==> src/pipe_defines.svh <==
`ifndef PIPE_DEFINES_SVH
`define PIPE_DEFINES_SVH
`define XLEN 32
`define RA_W 5
`define RF_DEPTH 32
`define A_CAUSE_W 7
`define BC2_MIN_SLIP 2'h2
`define REG_ZERO 5'h00
`define WORD_ZERO 32'h0000_0000
`endif

==> src/pipe_pkg.sv <==
`include "pipe_defines.svh"
package pipe_pkg;
  typedef enum logic [2:0] {
    K_ALU, K_LOAD, K_MF_MUL, K_MF_SYS, K_COP2, K_COP2_BR, K_BRANCH
  } kind_t;

  typedef struct packed {
    logic valid;
    kind_t kind;
    logic [`RA_W-1:0] src_a;
    logic [`RA_W-1:0] src_b;
    logic [`RA_W-1:0] dst;
    logic wr;
    logic to_cop2;
    logic [`XLEN-1:0] data;
  } stage_t;

  function automatic logic hits(stage_t s, logic [`RA_W-1:0] src);
    hits = s.valid && s.wr && (s.dst == src) && (src != `REG_ZERO);
  endfunction : hits

  // result arrives only in the align stage
  function automatic logic late(stage_t s);
    late = (s.kind == K_LOAD) || (s.kind == K_MF_MUL) || (s.kind == K_MF_SYS) || (s.kind == K_COP2);
  endfunction : late
endpackage : pipe_pkg

==> src/rf_if.sv <==
`timescale 1ns/10ps
`default_nettype none
`include "pipe_defines.svh"
interface rf_if;
  logic [`RA_W-1:0] raddr_a;
  logic [`RA_W-1:0] raddr_b;
  logic [`XLEN-1:0] rdata_a;
  logic [`XLEN-1:0] rdata_b;
  logic we;
  logic [`RA_W-1:0] waddr;
  logic [`XLEN-1:0] wdata;
  modport core (output raddr_a, output raddr_b, input rdata_a, input rdata_b,
                output we, output waddr, output wdata);
  modport rf (input raddr_a, input raddr_b, output rdata_a, output rdata_b,
              input we, input waddr, input wdata);
endinterface : rf_if
`default_nettype wire

==> src/reg_file.sv <==
`timescale 1ns/10ps
`default_nettype none
`include "pipe_defines.svh"
module reg_file (
  input wire logic clk, // pipeline clock
  input wire logic rst_n, // sync reset, low
  rf_if.rf port // read and write ports
);
  logic [`XLEN-1:0] mem_q [`RF_DEPTH];

  always_ff @(posedge clk) begin
    if (!rst_n) begin
      for (int i = 0; i < `RF_DEPTH; i++) begin
        mem_q[i] <= `WORD_ZERO;
      end
    end else if (port.we && port.waddr != `REG_ZERO) begin
      mem_q[port.waddr] <= port.wdata;
    end
  end

  // write-through on both ports replaces a writeback bypass
  function automatic logic [`XLEN-1:0] rd(logic [`RA_W-1:0] a);
    if (a == `REG_ZERO) begin
      rd = `WORD_ZERO;
    end else if (port.we && port.waddr == a) begin
      rd = port.wdata;
    end else begin
      rd = mem_q[a];
    end
  endfunction : rd

  // a process, not assign, so reads of storage and the write port inside rd wake it
  always_comb begin
    port.rdata_a = rd(port.raddr_a);
    port.rdata_b = rd(port.raddr_b);
  end
endmodule : reg_file
`default_nettype wire

==> src/fwd_mux.sv <==
`timescale 1ns/10ps
`default_nettype none
`include "pipe_defines.svh"
module fwd_mux (
  input wire logic [`XLEN-1:0] rf_data, // register file read
  input wire logic m_hit, // memory stage targets source
  input wire logic [`XLEN-1:0] m_data, // memory stage result
  input wire logic a_hit, // align stage targets source
  input wire logic [`XLEN-1:0] a_data, // align stage result
  output logic [`XLEN-1:0] operand // selected operand
);
  always_comb begin
    if (m_hit) begin
      operand = m_data; // younger result wins
    end else if (a_hit) begin
      operand = a_data;
    end else begin
      operand = rf_data;
    end
  end
endmodule : fwd_mux
`default_nettype wire

==> src/pipe_ctrl.sv <==
// How it works
// - source operands are read from the register file early in execute.
// - both operands pass a mux choosing register file, memory or align result.
// - no writeback forward; register file writes through to both read ports.
// - a consumer right after a load slips one cycle in execute.
// - consumers one or two behind a load get data via align forwarding.
// - moves from multiply or system registers behave like loads.
// - coprocessor two unusable: no transaction, raise an unusable exception.
// - coprocessor instruction word is driven on the bus in execute.
// - validation in memory stage; all coprocessor returns latched on input.
// - missing coprocessor return holds align and slips all earlier stages.
// - data from core to coprocessor is sent in the align stage.
// - completion signalled in writeback, returned data written there.
// - all branches resolve in execute, no prediction.
// - coprocessor branch does all steps in execute, slipping two or more cycles.
// - fetch TLB miss slips fetch, cache miss execute, data TLB miss memory.
// - dependencies slip execute or memory; coprocessor branch wait slips execute.
// - align slips for data cache causes or a late coprocessor return.
// - every interlock is a slip; later stages keep advancing.
// - a held stage holds earlier ones; bubbles fill the gap behind.
`timescale 1ns/10ps
`default_nettype none
`include "pipe_defines.svh"
module pipe_ctrl (
  input wire logic CLK, // pipeline clock
  input wire logic RST_N, // sync reset, low
  input wire logic DEC_VALID, // fetch stage holds an instruction
  input wire pipe_pkg::kind_t DEC_KIND, // decoded class
  input wire logic [`RA_W-1:0] DEC_SRC_A, // first source port
  input wire logic [`RA_W-1:0] DEC_SRC_B, // second source port
  input wire logic [`RA_W-1:0] DEC_DST, // destination register
  input wire logic DEC_WRITES, // writes destination
  input wire logic DEC_TO_COP2, // sends data to coprocessor
  input wire logic [`XLEN-1:0] DEC_WORD, // raw instruction word
  input wire logic [`XLEN-1:0] ALU_RESULT, // execute result
  input wire logic BRANCH_COND, // integer branch condition
  input wire logic [`XLEN-1:0] LATE_DATA, // aligned load or move data
  input wire logic COP2_USABLE, // cop_two_usable_bit
  input wire logic COP2_RET_VALID, // coprocessor return present
  input wire logic [`XLEN-1:0] COP2_RET_DATA, // coprocessor return data
  input wire logic COP2_COND_VALID, // branch condition present
  input wire logic COP2_COND, // branch condition value
  input wire logic FETCH_TLB_MISS, // fetch translation miss
  input wire logic FETCH_CACHE_MISS, // instruction cache miss
  input wire logic DATA_TLB_MISS, // data translation miss
  input wire logic E_DEP_HOLD, // multiply or tlb dependency
  input wire logic M_DEP_HOLD, // producer-consumer at memory
  input wire logic [`A_CAUSE_W-1:0] A_CAUSE_HOLD, // align stage causes
  output logic [`XLEN-1:0] OPERAND_A, // first alu operand
  output logic [`XLEN-1:0] OPERAND_B, // second alu operand
  output logic COP2_UNUSABLE_EXC, // unusable exception pulse
  output logic COP2_INSTR_VALID, // instruction on bus
  output logic [`XLEN-1:0] COP2_INSTR, // instruction bus
  output logic COP2_VALIDATE, // instruction validated
  output logic COP2_TO_VALID, // core data to coprocessor valid
  output logic [`XLEN-1:0] COP2_TO_DATA, // core data to coprocessor
  output logic COP2_COMPLETE, // instruction complete
  output logic BRANCH_TAKEN, // resolved taken, registered
  output logic [3:0] STAGE_ADVANCE // {align,memory,execute,fetch}
);
  pipe_pkg::stage_t e_q, m_q, a_q, w_q;
  pipe_pkg::stage_t dec_s, e_s, bubble;
  logic [`XLEN-1:0] word_q;
  logic ret_valid_q, cond_valid_q, cond_q, a_got_q;
  logic [`XLEN-1:0] ret_data_q;
  logic [1:0] bc_cnt_q;
  logic bc_seen_q, bc_val_q;
  logic adv_i, adv_e, adv_m, adv_a;
  logic hold_e, hold_m, hold_a;
  logic e_cop, e_bc2, e_unusable, bc2_ready, load_use, a_cop_miss;
  logic m_hit_a, m_hit_b, a_hit_a, a_hit_b;
  logic [`XLEN-1:0] a_res;

  rf_if rf ();

  reg_file u_rf (
    .clk(CLK),
    .rst_n(RST_N),
    .port(rf)
  );

  always_comb begin
    bubble = '0;
    dec_s = '0;
    dec_s.valid = DEC_VALID;
    dec_s.kind = DEC_KIND;
    dec_s.src_a = DEC_SRC_A;
    dec_s.src_b = DEC_SRC_B;
    dec_s.dst = DEC_DST;
    dec_s.wr = DEC_WRITES;
    dec_s.to_cop2 = DEC_TO_COP2;
  end

  // operands read from the file at the start of execute
  assign rf.raddr_a = e_q.src_a;
  assign rf.raddr_b = e_q.src_b;

  assign m_hit_a = pipe_pkg::hits(m_q, e_q.src_a);
  assign m_hit_b = pipe_pkg::hits(m_q, e_q.src_b);
  assign a_hit_a = pipe_pkg::hits(a_q, e_q.src_a);
  assign a_hit_b = pipe_pkg::hits(a_q, e_q.src_b);

  // late data only exists from the align stage onward
  always_comb begin
    if (a_q.kind == pipe_pkg::K_COP2) begin
      a_res = ret_valid_q ? ret_data_q : a_q.data;
    end else if (pipe_pkg::late(a_q)) begin
      a_res = LATE_DATA;
    end else begin
      a_res = a_q.data;
    end
  end

  fwd_mux u_fwd_a (
    .rf_data(rf.rdata_a),
    .m_hit(m_hit_a),
    .m_data(m_q.data),
    .a_hit(a_hit_a),
    .a_data(a_res),
    .operand(OPERAND_A)
  );

  fwd_mux u_fwd_b (
    .rf_data(rf.rdata_b),
    .m_hit(m_hit_b),
    .m_data(m_q.data),
    .a_hit(a_hit_b),
    .a_data(a_res),
    .operand(OPERAND_B)
  );

  // coprocessor returns captured every cycle
  always_ff @(posedge CLK) begin
    if (!RST_N) begin
      ret_valid_q <= 1'b0;
      ret_data_q <= `WORD_ZERO;
      cond_valid_q <= 1'b0;
      cond_q <= 1'b0;
    end else begin
      ret_valid_q <= COP2_RET_VALID;
      ret_data_q <= COP2_RET_DATA;
      cond_valid_q <= COP2_COND_VALID;
      cond_q <= COP2_COND;
    end
  end

  assign e_cop = e_q.valid && (e_q.kind == pipe_pkg::K_COP2 || e_q.kind == pipe_pkg::K_COP2_BR);
  assign e_unusable = e_cop && !COP2_USABLE;
  assign e_bc2 = e_cop && COP2_USABLE && e_q.kind == pipe_pkg::K_COP2_BR;
  // condition may only arrive after the in-execute validate step
  assign bc2_ready = (bc_cnt_q >= `BC2_MIN_SLIP) && (cond_valid_q || bc_seen_q);

  // loaded or moved value is not ready until align
  assign load_use = e_q.valid && pipe_pkg::late(m_q)
                    && (m_hit_a || m_hit_b);
  assign a_cop_miss = a_q.valid && a_q.kind == pipe_pkg::K_COP2
                      && !(ret_valid_q || a_got_q);

  assign hold_e = e_q.valid && (load_use || FETCH_CACHE_MISS || E_DEP_HOLD
                  || (e_bc2 && !bc2_ready));
  assign hold_m = m_q.valid && (DATA_TLB_MISS || M_DEP_HOLD);
  assign hold_a = a_q.valid && ((|A_CAUSE_HOLD) || a_cop_miss);

  // hold ripples upstream only; downstream keeps moving
  assign adv_a = !hold_a;
  assign adv_m = adv_a && !hold_m;
  assign adv_e = adv_m && !hold_e;
  assign adv_i = adv_e && !FETCH_TLB_MISS;
  assign STAGE_ADVANCE = {adv_a, adv_m, adv_e, adv_i};

  // unusable instruction moves on stripped of coprocessor effects
  always_comb begin
    e_s = e_q;
    if (e_unusable) begin
      e_s.kind = pipe_pkg::K_ALU;
      e_s.wr = 1'b0;
      e_s.to_cop2 = 1'b0;
    end
    e_s.data = e_q.to_cop2 ? OPERAND_B : ALU_RESULT;
  end

  always_ff @(posedge CLK) begin
    if (!RST_N) begin
      e_q <= '0;
      word_q <= `WORD_ZERO;
    end else if (adv_e) begin
      e_q <= adv_i ? dec_s : bubble;
      word_q <= DEC_WORD;
    end
  end

  always_ff @(posedge CLK) begin
    if (!RST_N) begin
      m_q <= '0;
    end else if (adv_m) begin
      m_q <= adv_e ? e_s : bubble;
    end
  end

  always_ff @(posedge CLK) begin
    if (!RST_N) begin
      a_q <= '0;
    end else if (adv_a) begin
      a_q <= adv_m ? m_q : bubble;
    end else if (a_q.kind == pipe_pkg::K_COP2 && ret_valid_q) begin
      a_q.data <= ret_data_q;
    end
  end

  // return seen while align slips on another cause
  always_ff @(posedge CLK) begin
    if (!RST_N) begin
      a_got_q <= 1'b0;
    end else if (adv_a) begin
      a_got_q <= 1'b0;
    end else if (a_q.kind == pipe_pkg::K_COP2 && ret_valid_q) begin
      a_got_q <= 1'b1;
    end
  end

  always_ff @(posedge CLK) begin
    if (!RST_N) begin
      w_q <= '0;
    end else begin
      w_q <= adv_a ? a_q : bubble;
      if (adv_a) begin
        w_q.data <= a_res;
      end
    end
  end

  // counts cycles spent in execute by a coprocessor branch
  always_ff @(posedge CLK) begin
    if (!RST_N) begin
      bc_cnt_q <= 2'h0;
    end else if (adv_e) begin
      bc_cnt_q <= 2'h0;
    end else if (e_bc2 && bc_cnt_q != 2'h3) begin
      bc_cnt_q <= bc_cnt_q + 2'h1;
    end
  end

  // condition pulse kept while execute is held by another cause, else it is lost
  always_ff @(posedge CLK) begin
    if (!RST_N) begin
      bc_seen_q <= 1'b0;
      bc_val_q <= 1'b0;
    end else if (adv_e) begin
      bc_seen_q <= 1'b0;
    end else if (e_bc2 && cond_valid_q) begin
      bc_seen_q <= 1'b1;
      bc_val_q <= cond_q;
    end
  end

  always_ff @(posedge CLK) begin
    if (!RST_N) begin
      BRANCH_TAKEN <= 1'b0;
    end else if (adv_e && e_bc2) begin
      BRANCH_TAKEN <= cond_valid_q ? cond_q : bc_val_q;
    end else if (adv_e && e_q.valid && e_q.kind == pipe_pkg::K_BRANCH) begin
      BRANCH_TAKEN <= BRANCH_COND;
    end else begin
      BRANCH_TAKEN <= 1'b0;
    end
  end

  // exception fires once, as the instruction leaves execute
  assign COP2_UNUSABLE_EXC = e_unusable && adv_e;
  assign COP2_INSTR_VALID = e_cop && COP2_USABLE
                            && (!e_bc2 || bc_cnt_q == 2'h0);
  assign COP2_INSTR = word_q;
  assign COP2_VALIDATE = (m_q.valid && m_q.kind == pipe_pkg::K_COP2)
                         || (e_bc2 && bc_cnt_q == 2'h1);
  assign COP2_TO_VALID = a_q.valid && a_q.kind == pipe_pkg::K_COP2 && a_q.to_cop2;
  assign COP2_TO_DATA = a_q.data;
  assign COP2_COMPLETE = w_q.valid && w_q.kind == pipe_pkg::K_COP2;

  assign rf.we = w_q.valid && w_q.wr;
  assign rf.waddr = w_q.dst;
  assign rf.wdata = w_q.data;

  a_fwd_prio: assert property (@(posedge CLK) disable iff (!RST_N)
    m_hit_a && a_hit_a |-> OPERAND_A == m_q.data)
    else $error("memory result not preferred");
  a_load_slip: assert property (@(posedge CLK) disable iff (!RST_N)
    load_use && adv_m |-> !adv_e ##1 !m_q.valid)
    else $error("load consumer not slipped");
  a_align_fwd: assert property (@(posedge CLK) disable iff (!RST_N)
    !m_hit_b && a_hit_b && a_q.kind == pipe_pkg::K_LOAD |-> OPERAND_B == LATE_DATA)
    else $error("align forward wrong");
  a_unusable_quiet: assert property (@(posedge CLK) disable iff (!RST_N)
    e_cop && !COP2_USABLE |-> !COP2_INSTR_VALID && (adv_e == COP2_UNUSABLE_EXC))
    else $error("unusable coprocessor started");
  a_cop_wait: assert property (@(posedge CLK) disable iff (!RST_N)
    a_cop_miss |-> !adv_a && !adv_m && !adv_e && !adv_i)
    else $error("missing return did not slip");
  a_bc2_slip: assert property (@(posedge CLK) disable iff (!RST_N)
    adv_e && e_bc2 |-> !$past(adv_e) && !$past(adv_e, 2))
    else $error("coprocessor branch slipped too little");
  a_bubble_fill: assert property (@(posedge CLK) disable iff (!RST_N)
    adv_a && !adv_m |=> !a_q.valid)
    else $error("no bubble behind held stage");
  a_wb_complete: assert property (@(posedge CLK) disable iff (!RST_N)
    adv_a && a_q.valid && a_q.kind == pipe_pkg::K_COP2 |=> COP2_COMPLETE && rf.wdata == $past(a_res))
    else $error("completion missing in writeback");
  a_fetch_slip: assert property (@(posedge CLK) disable iff (!RST_N)
    FETCH_TLB_MISS |-> !adv_i)
    else $error("fetch advanced on miss");
  a_rf_operand: assert property (@(posedge CLK) disable iff (!RST_N)
    e_q.valid && !m_hit_a && !a_hit_a |-> OPERAND_A == rf.rdata_a)
    else $error("operand not from register file");
  a_fwd_mem: assert property (@(posedge CLK) disable iff (!RST_N)
    m_hit_b |-> OPERAND_B == m_q.data)
    else $error("memory forward wrong");
  a_instr_bus: assert property (@(posedge CLK) disable iff (!RST_N)
    e_cop && COP2_USABLE && !e_bc2 |-> COP2_INSTR_VALID && COP2_INSTR == word_q)
    else $error("instruction not on bus in execute");
  a_validate_mem: assert property (@(posedge CLK) disable iff (!RST_N)
    m_q.valid && m_q.kind == pipe_pkg::K_COP2 |-> COP2_VALIDATE)
    else $error("validate missing in memory stage");
  a_ret_latch: assert property (@(posedge CLK) disable iff (!RST_N)
    COP2_RET_VALID |=> ret_valid_q && ret_data_q == $past(COP2_RET_DATA))
    else $error("return not latched");
  a_send_data: assert property (@(posedge CLK) disable iff (!RST_N)
    adv_m && adv_e && e_s.to_cop2 |=> m_q.data == $past(OPERAND_B))
    else $error("send data not captured");
  a_branch_pulse: assert property (@(posedge CLK) disable iff (!RST_N)
    adv_e && e_q.valid && e_q.kind == pipe_pkg::K_BRANCH |=> BRANCH_TAKEN == $past(BRANCH_COND))
    else $error("branch not resolved in execute");
  a_exec_slip: assert property (@(posedge CLK) disable iff (!RST_N)
    e_q.valid && FETCH_CACHE_MISS |-> !adv_e && !adv_i)
    else $error("execute advanced on cache miss");
  a_mem_slip: assert property (@(posedge CLK) disable iff (!RST_N)
    m_q.valid && DATA_TLB_MISS |-> !adv_m && !adv_e)
    else $error("memory advanced on data miss");
  a_dep_slip: assert property (@(posedge CLK) disable iff (!RST_N)
    e_q.valid && E_DEP_HOLD |-> !adv_e)
    else $error("execute advanced on dependency");
  a_align_slip: assert property (@(posedge CLK) disable iff (!RST_N)
    a_q.valid && (|A_CAUSE_HOLD) |-> !adv_a)
    else $error("align advanced on hold cause");
  a_slip_only: assert property (@(posedge CLK) disable iff (!RST_N)
    hold_e && !hold_m && !hold_a |-> adv_m && adv_a)
    else $error("later stages stalled");
endmodule : pipe_ctrl
`default_nettype wire

==> config.mk <==
export PLATFORM = sky130hd
export DESIGN_NAME = pipe_ctrl
export DESIGN_NICKNAME = d
export VERILOG_FILES = /design/src/pipe_pkg.sv /design/src/rf_if.sv /design/src/reg_file.sv /design/src/fwd_mux.sv /design/src/pipe_ctrl.sv
export VERILOG_INCLUDE_DIRS = /design/src
export SDC_FILE = /design/constraint.sdc
export NUM_CORES = 2
export LEC_CHECK = 0
export ABC_CLOCK_PERIOD_IN_PS = 7900
export BUFFER_PORTS_ARGS = -buffer_cell sky130_fd_sc_hd__buf_2
export CORE_ASPECT_RATIO = 1.25
export CORE_UTILIZATION = 35
export CTS_CLUSTER_SIZE = 16
export DETAILED_ROUTE_END_ITERATION = 16
export PLACE_DENSITY_LB_ADDON = 0.15
export SLEW_MARGIN = 10
export SYNTH_ARGS = -nofsm -noshare
export SYNTH_HDL_FRONTEND = slang
export SYNTH_SLANG_ARGS = --single-unit
==> constraint.sdc <==
create_clock -name CLK -period 7.9 [get_ports CLK]
set_clock_uncertainty 0.1 [all_clocks]
set_input_delay 1.185 -clock CLK [delete_from_list [all_inputs] [get_ports CLK]]
set_output_delay 1.185 -clock CLK [all_outputs]
set_load 0.005 [all_outputs]
==> flow_metrics.py <==
metrics = {
    "floorplan": {
        "num_rows": 175,
        "die_w_um": 386,
        "coreArea_um2": 182000,
        "start_util_pct": 35.3,
        "die_height_um": 482,
        "die_area_um2": 186000,
        "pin_count": 306,
    },
    "setup_path": {
        "critPathKind": "flip-flop to output pin",
        "arrival_ns": 5.10,
        "cp-end-kind": "output pin",
        "crit_fanout": 20,
        "required_ns": 6.61,
        "start_kind": "flip-flop",
    },
    "power": {
        "peakVddDrop_mv": 0.176,
        "leakagePower_nw": 26.2,
        "p_per_area_nw_per_um2": 217,
        "finalPower_mw": 15.9,
    },
    "clock_network": {
        "hold_buffers": 0,
        "numClockSinks": 1256,
        "clk_latency_ns": 0.80,
        "clk_path_buf_depth": 3,
        "cts_root_buf": "clkbuf_16",
        "cts_tree": "yes",
        "h-tree-depth": 4,
        "numCtsBuffers": 136,
        "postCtsSetupRepairBufs": 0,
        "cts-resized-gates": 0,
        "clk_pin_slew_worst_paths_ns": 0.06,
    },
    "drt": {
        "detail_route.wl_per_cell_um": 33.4,
        "dr_wl_met2_mm": 122,
        "m1WireLength_mm": 103,
        "vias": 45300,
        "wl_mm": 256,
        "drc": 0,
        "antenna_left": 0,
        "wl_met3_mm": 19.1,
        "top_layer": "met5",
        "dr.pass1.iters": 5,
        "via_per_inst": 5.89,
        "drtIter0Drc": 5298,
    },
    "sta": {
        "period_minus_slack_ns": 6.39,
        "max_slew.worst_pin.slew_ns": 1.36,
        "max_freq_mhz": 157,
        "rsz0062_at_grt": "false",
        "setup_slack_ns": 1.51,
        "final-setup-viol-count": 0,
        "slew_headroom_pct": 8.60,
        "final-max-slew-violation-count": 0,
        "whs_ns": 0.350,
        "post-route-period-util_pct": 80.8,
        "hold_viol": 0,
        "fin_setup_tns_ns": 0,
    },
    "placement": {
        "placed_cells": 7433,
        "gp_congestion": 0.873,
        "pre_cts_ws_ns": 2.30,
        "port_buffers": 305,
        "place_area_um2": 68800,
        "hpwl_mm": 167,
    },
    "cells_and_area": {
        "n_fill_cell": 17100,
        "area_delta_synth_final_pct": 13.4,
        "stdcell_count": 7679,
        "drive_above_1_share_pct": 21.8,
        "final_core_util_pct": 40.1,
        "layout.nets": 5354,
        "stdcell_area_um2": 73100,
    },
    "synth": {
        "synth_warnings": 0,
        "yosysSeqAreaShare_pct": 54.9,
        "ys.flop_type": "edfxtp_1",
        "ys_types": 64,
        "synthArstFlopShare_pct": 0,
        "synth_cells": 5087,
        "syn_area_um2": 64500,
        "synth-edff-count": 1024,
        "syn_area_per_cell_um2": 12.7,
        "synth.ff_latch_count": 1256,
    },
    "grt": {
        "grt_max_degree": 110,
        "antenna_found_initial": 16,
        "gr-total-overflow": 0,
        "grtUsageTotal_pct": 27.4,
        "grt_pass1_wl_mm": 357,
        "grt_pass1_vias": 44700,
    },
    "run_status": {
        "status": "finished clean",
    },
    "run": {
        "max-cap-violations": 0,
    },
    "min_path": {
        "hp-class": "flip-flop to flip-flop",
    },
}
[state kept, by name (all words and copies together) (netlist names), 2 cells and up, named ones only]
name	flops
COP2_TO_DATA	32
e_q	11
ret_data_q	32
m_q	43
rf.waddr	5
w_q	5
rf.wdata	32
u_rf.mem_q	1024
rf.raddr_a	5
bc_cnt_q	2
a_q	11
rf.raddr_b	5
COP2_INSTR	32
[area by class of cell]
cell class	instances	area [um^2]	share of cell area, %
sequential	1256	35400	48.4
antenna	6	15.0	0.0205
timing repair buffer	461	2780	3.80
clock inverter	60	593	0.811
inverter	11	52.6	0.0719
tap	2389	2990	4.09
clock buffer	180	3740	5.11
multi-input combinational	3316	27500	37.7
[Yosys cell counts (all sizes together) (11+ instances only)]
| cell | instances | area [um^2] |
|---|---|---|
| a22o | 24 | 210 |
| dfxtp | 232 | 4640 |
| o211a | 14 | 140 |
| nor2 | 255 | 957 |
| clkbuf | 397 | 1490 |
| a32oi | 31 | 272 |
| nor3 | 24 | 125 |
| o211ai | 15 | 113 |
| o22ai | 96 | 601 |
| nand3 | 22 | 110 |
| a31oi | 15 | 93.8 |
| mux4 | 399 | 8990 |
| nor4 | 24 | 150 |
| o21ai | 108 | 544 |
| a21oi | 238 | 1190 |
| xor2 | 11 | 96.3 |
| a211oi | 15 | 118 |
| mux2i | 216 | 2160 |
| edfxtp | 1024 | 30700 |
| xnor2 | 21 | 184 |
| and3 | 35 | 219 |
| mux2 | 22 | 248 |
| buf | 138 | 733 |
| a22oi | 201 | 1510 |
| nand2 | 328 | 1230 |
| a2bb2oi | 29 | 254 |
| and2 | 1039 | 6500 |
| or3 | 32 | 205 |
[kinds of logic (layout without fill, tap and decap cells)]
| logic type | after synthesis | in the layout | share of synthesized area [%] |
|---|---|---|---|
| buf+inv | 546 | 712 | 3.52 |
| other cells | 1 | 38 | 0.00582 |
| xor+xnor | 32 | 32 | 0.435 |
| simple gates | 1804 | 1804 | 15.3 |
| flops | 1256 | 1256 | 54.9 |
| mux | 637 | 637 | 17.7 |
| compound gates | 807 | 807 | 8.12 |
| fa+ha+maj | 4 | 4 | 0.0776 |
[critical path: stages, from the launching register on]
cell and delay (ns):
dfxtp_1 0.78, or4b_2 0.58, buf_4 0.53, o22ai_1 0.18, nor2_1 0.47, nand2_1 0.24
nor4_1 0.58, a2bb2oi_1 0.62, nor2_1 0.13, buf_2 0.16
[power by group]
part	total, mW	switching [mW]	leakage [nW]	internal [mW]
registers	7.62	0.226	12.5	7.39
logic	1.81	1.17	11.6	0.639
clock network	6.47	2.79	2.12	3.68
[worst paths after layout]
kind	start	to	slack, ns	cells after the start
min reg2reg	COP2_INSTR[4]	COP2_INSTR[4]	0.35	2
min	COP2_INSTR[4]	COP2_INSTR[4]	0.35	2
max	flip-flop	OPERAND_B[14]	1.51	9
max reg2reg	rf.raddr_a[0]	rf.raddr_b[0]	3.21	12
[per-layer routing]
layer | global-route usage [%] | up-vias
met2 | 44.5 | 2099
met3 | 5.06 | 431
met1 | 35.4 | 23600
met4 | 12.4 | 12
li1 | - | 19100
met5 | 0 | -
[placed cells by master (no fill, tap or decap), types with 16 or more instances in the layout]
master | Yosys | routed
a21oi_1 | 238 | 238
a22o_1 | 24 | 24
a22oi_1 | 201 | 201
a2bb2oi_1 | 29 | 29
a32oi_1 | 31 | 31
and2_1 | 1038 | 1037
and3_1 | 35 | 35
buf_2 | 64 | 304
buf_4 | 36 | 151
clkbuf_1 | 397 | 32
clkbuf_16 | 0 | 141
clkinv_1 | 0 | 24
conb_1 | 1 | 32
dfxtp_1 | 232 | 225
edfxtp_1 | 1024 | 1024
mux2_1 | 20 | 20
mux2i_1 | 216 | 216
mux4_2 | 399 | 399
nand2_1 | 327 | 327
nand3_1 | 22 | 22
nor2_1 | 255 | 218
nor2_2 | 0 | 16
nor2_4 | 0 | 21
nor3_1 | 23 | 21
nor4_1 | 24 | 24
o21ai_0 | 56 | 25
o21ai_1 | 51 | 50
o21ai_4 | 0 | 31
o22ai_1 | 96 | 96
or3_1 | 31 | 31
xnor2_1 | 21 | 21
Note: power is estimated with default switching activity, not from simulation.
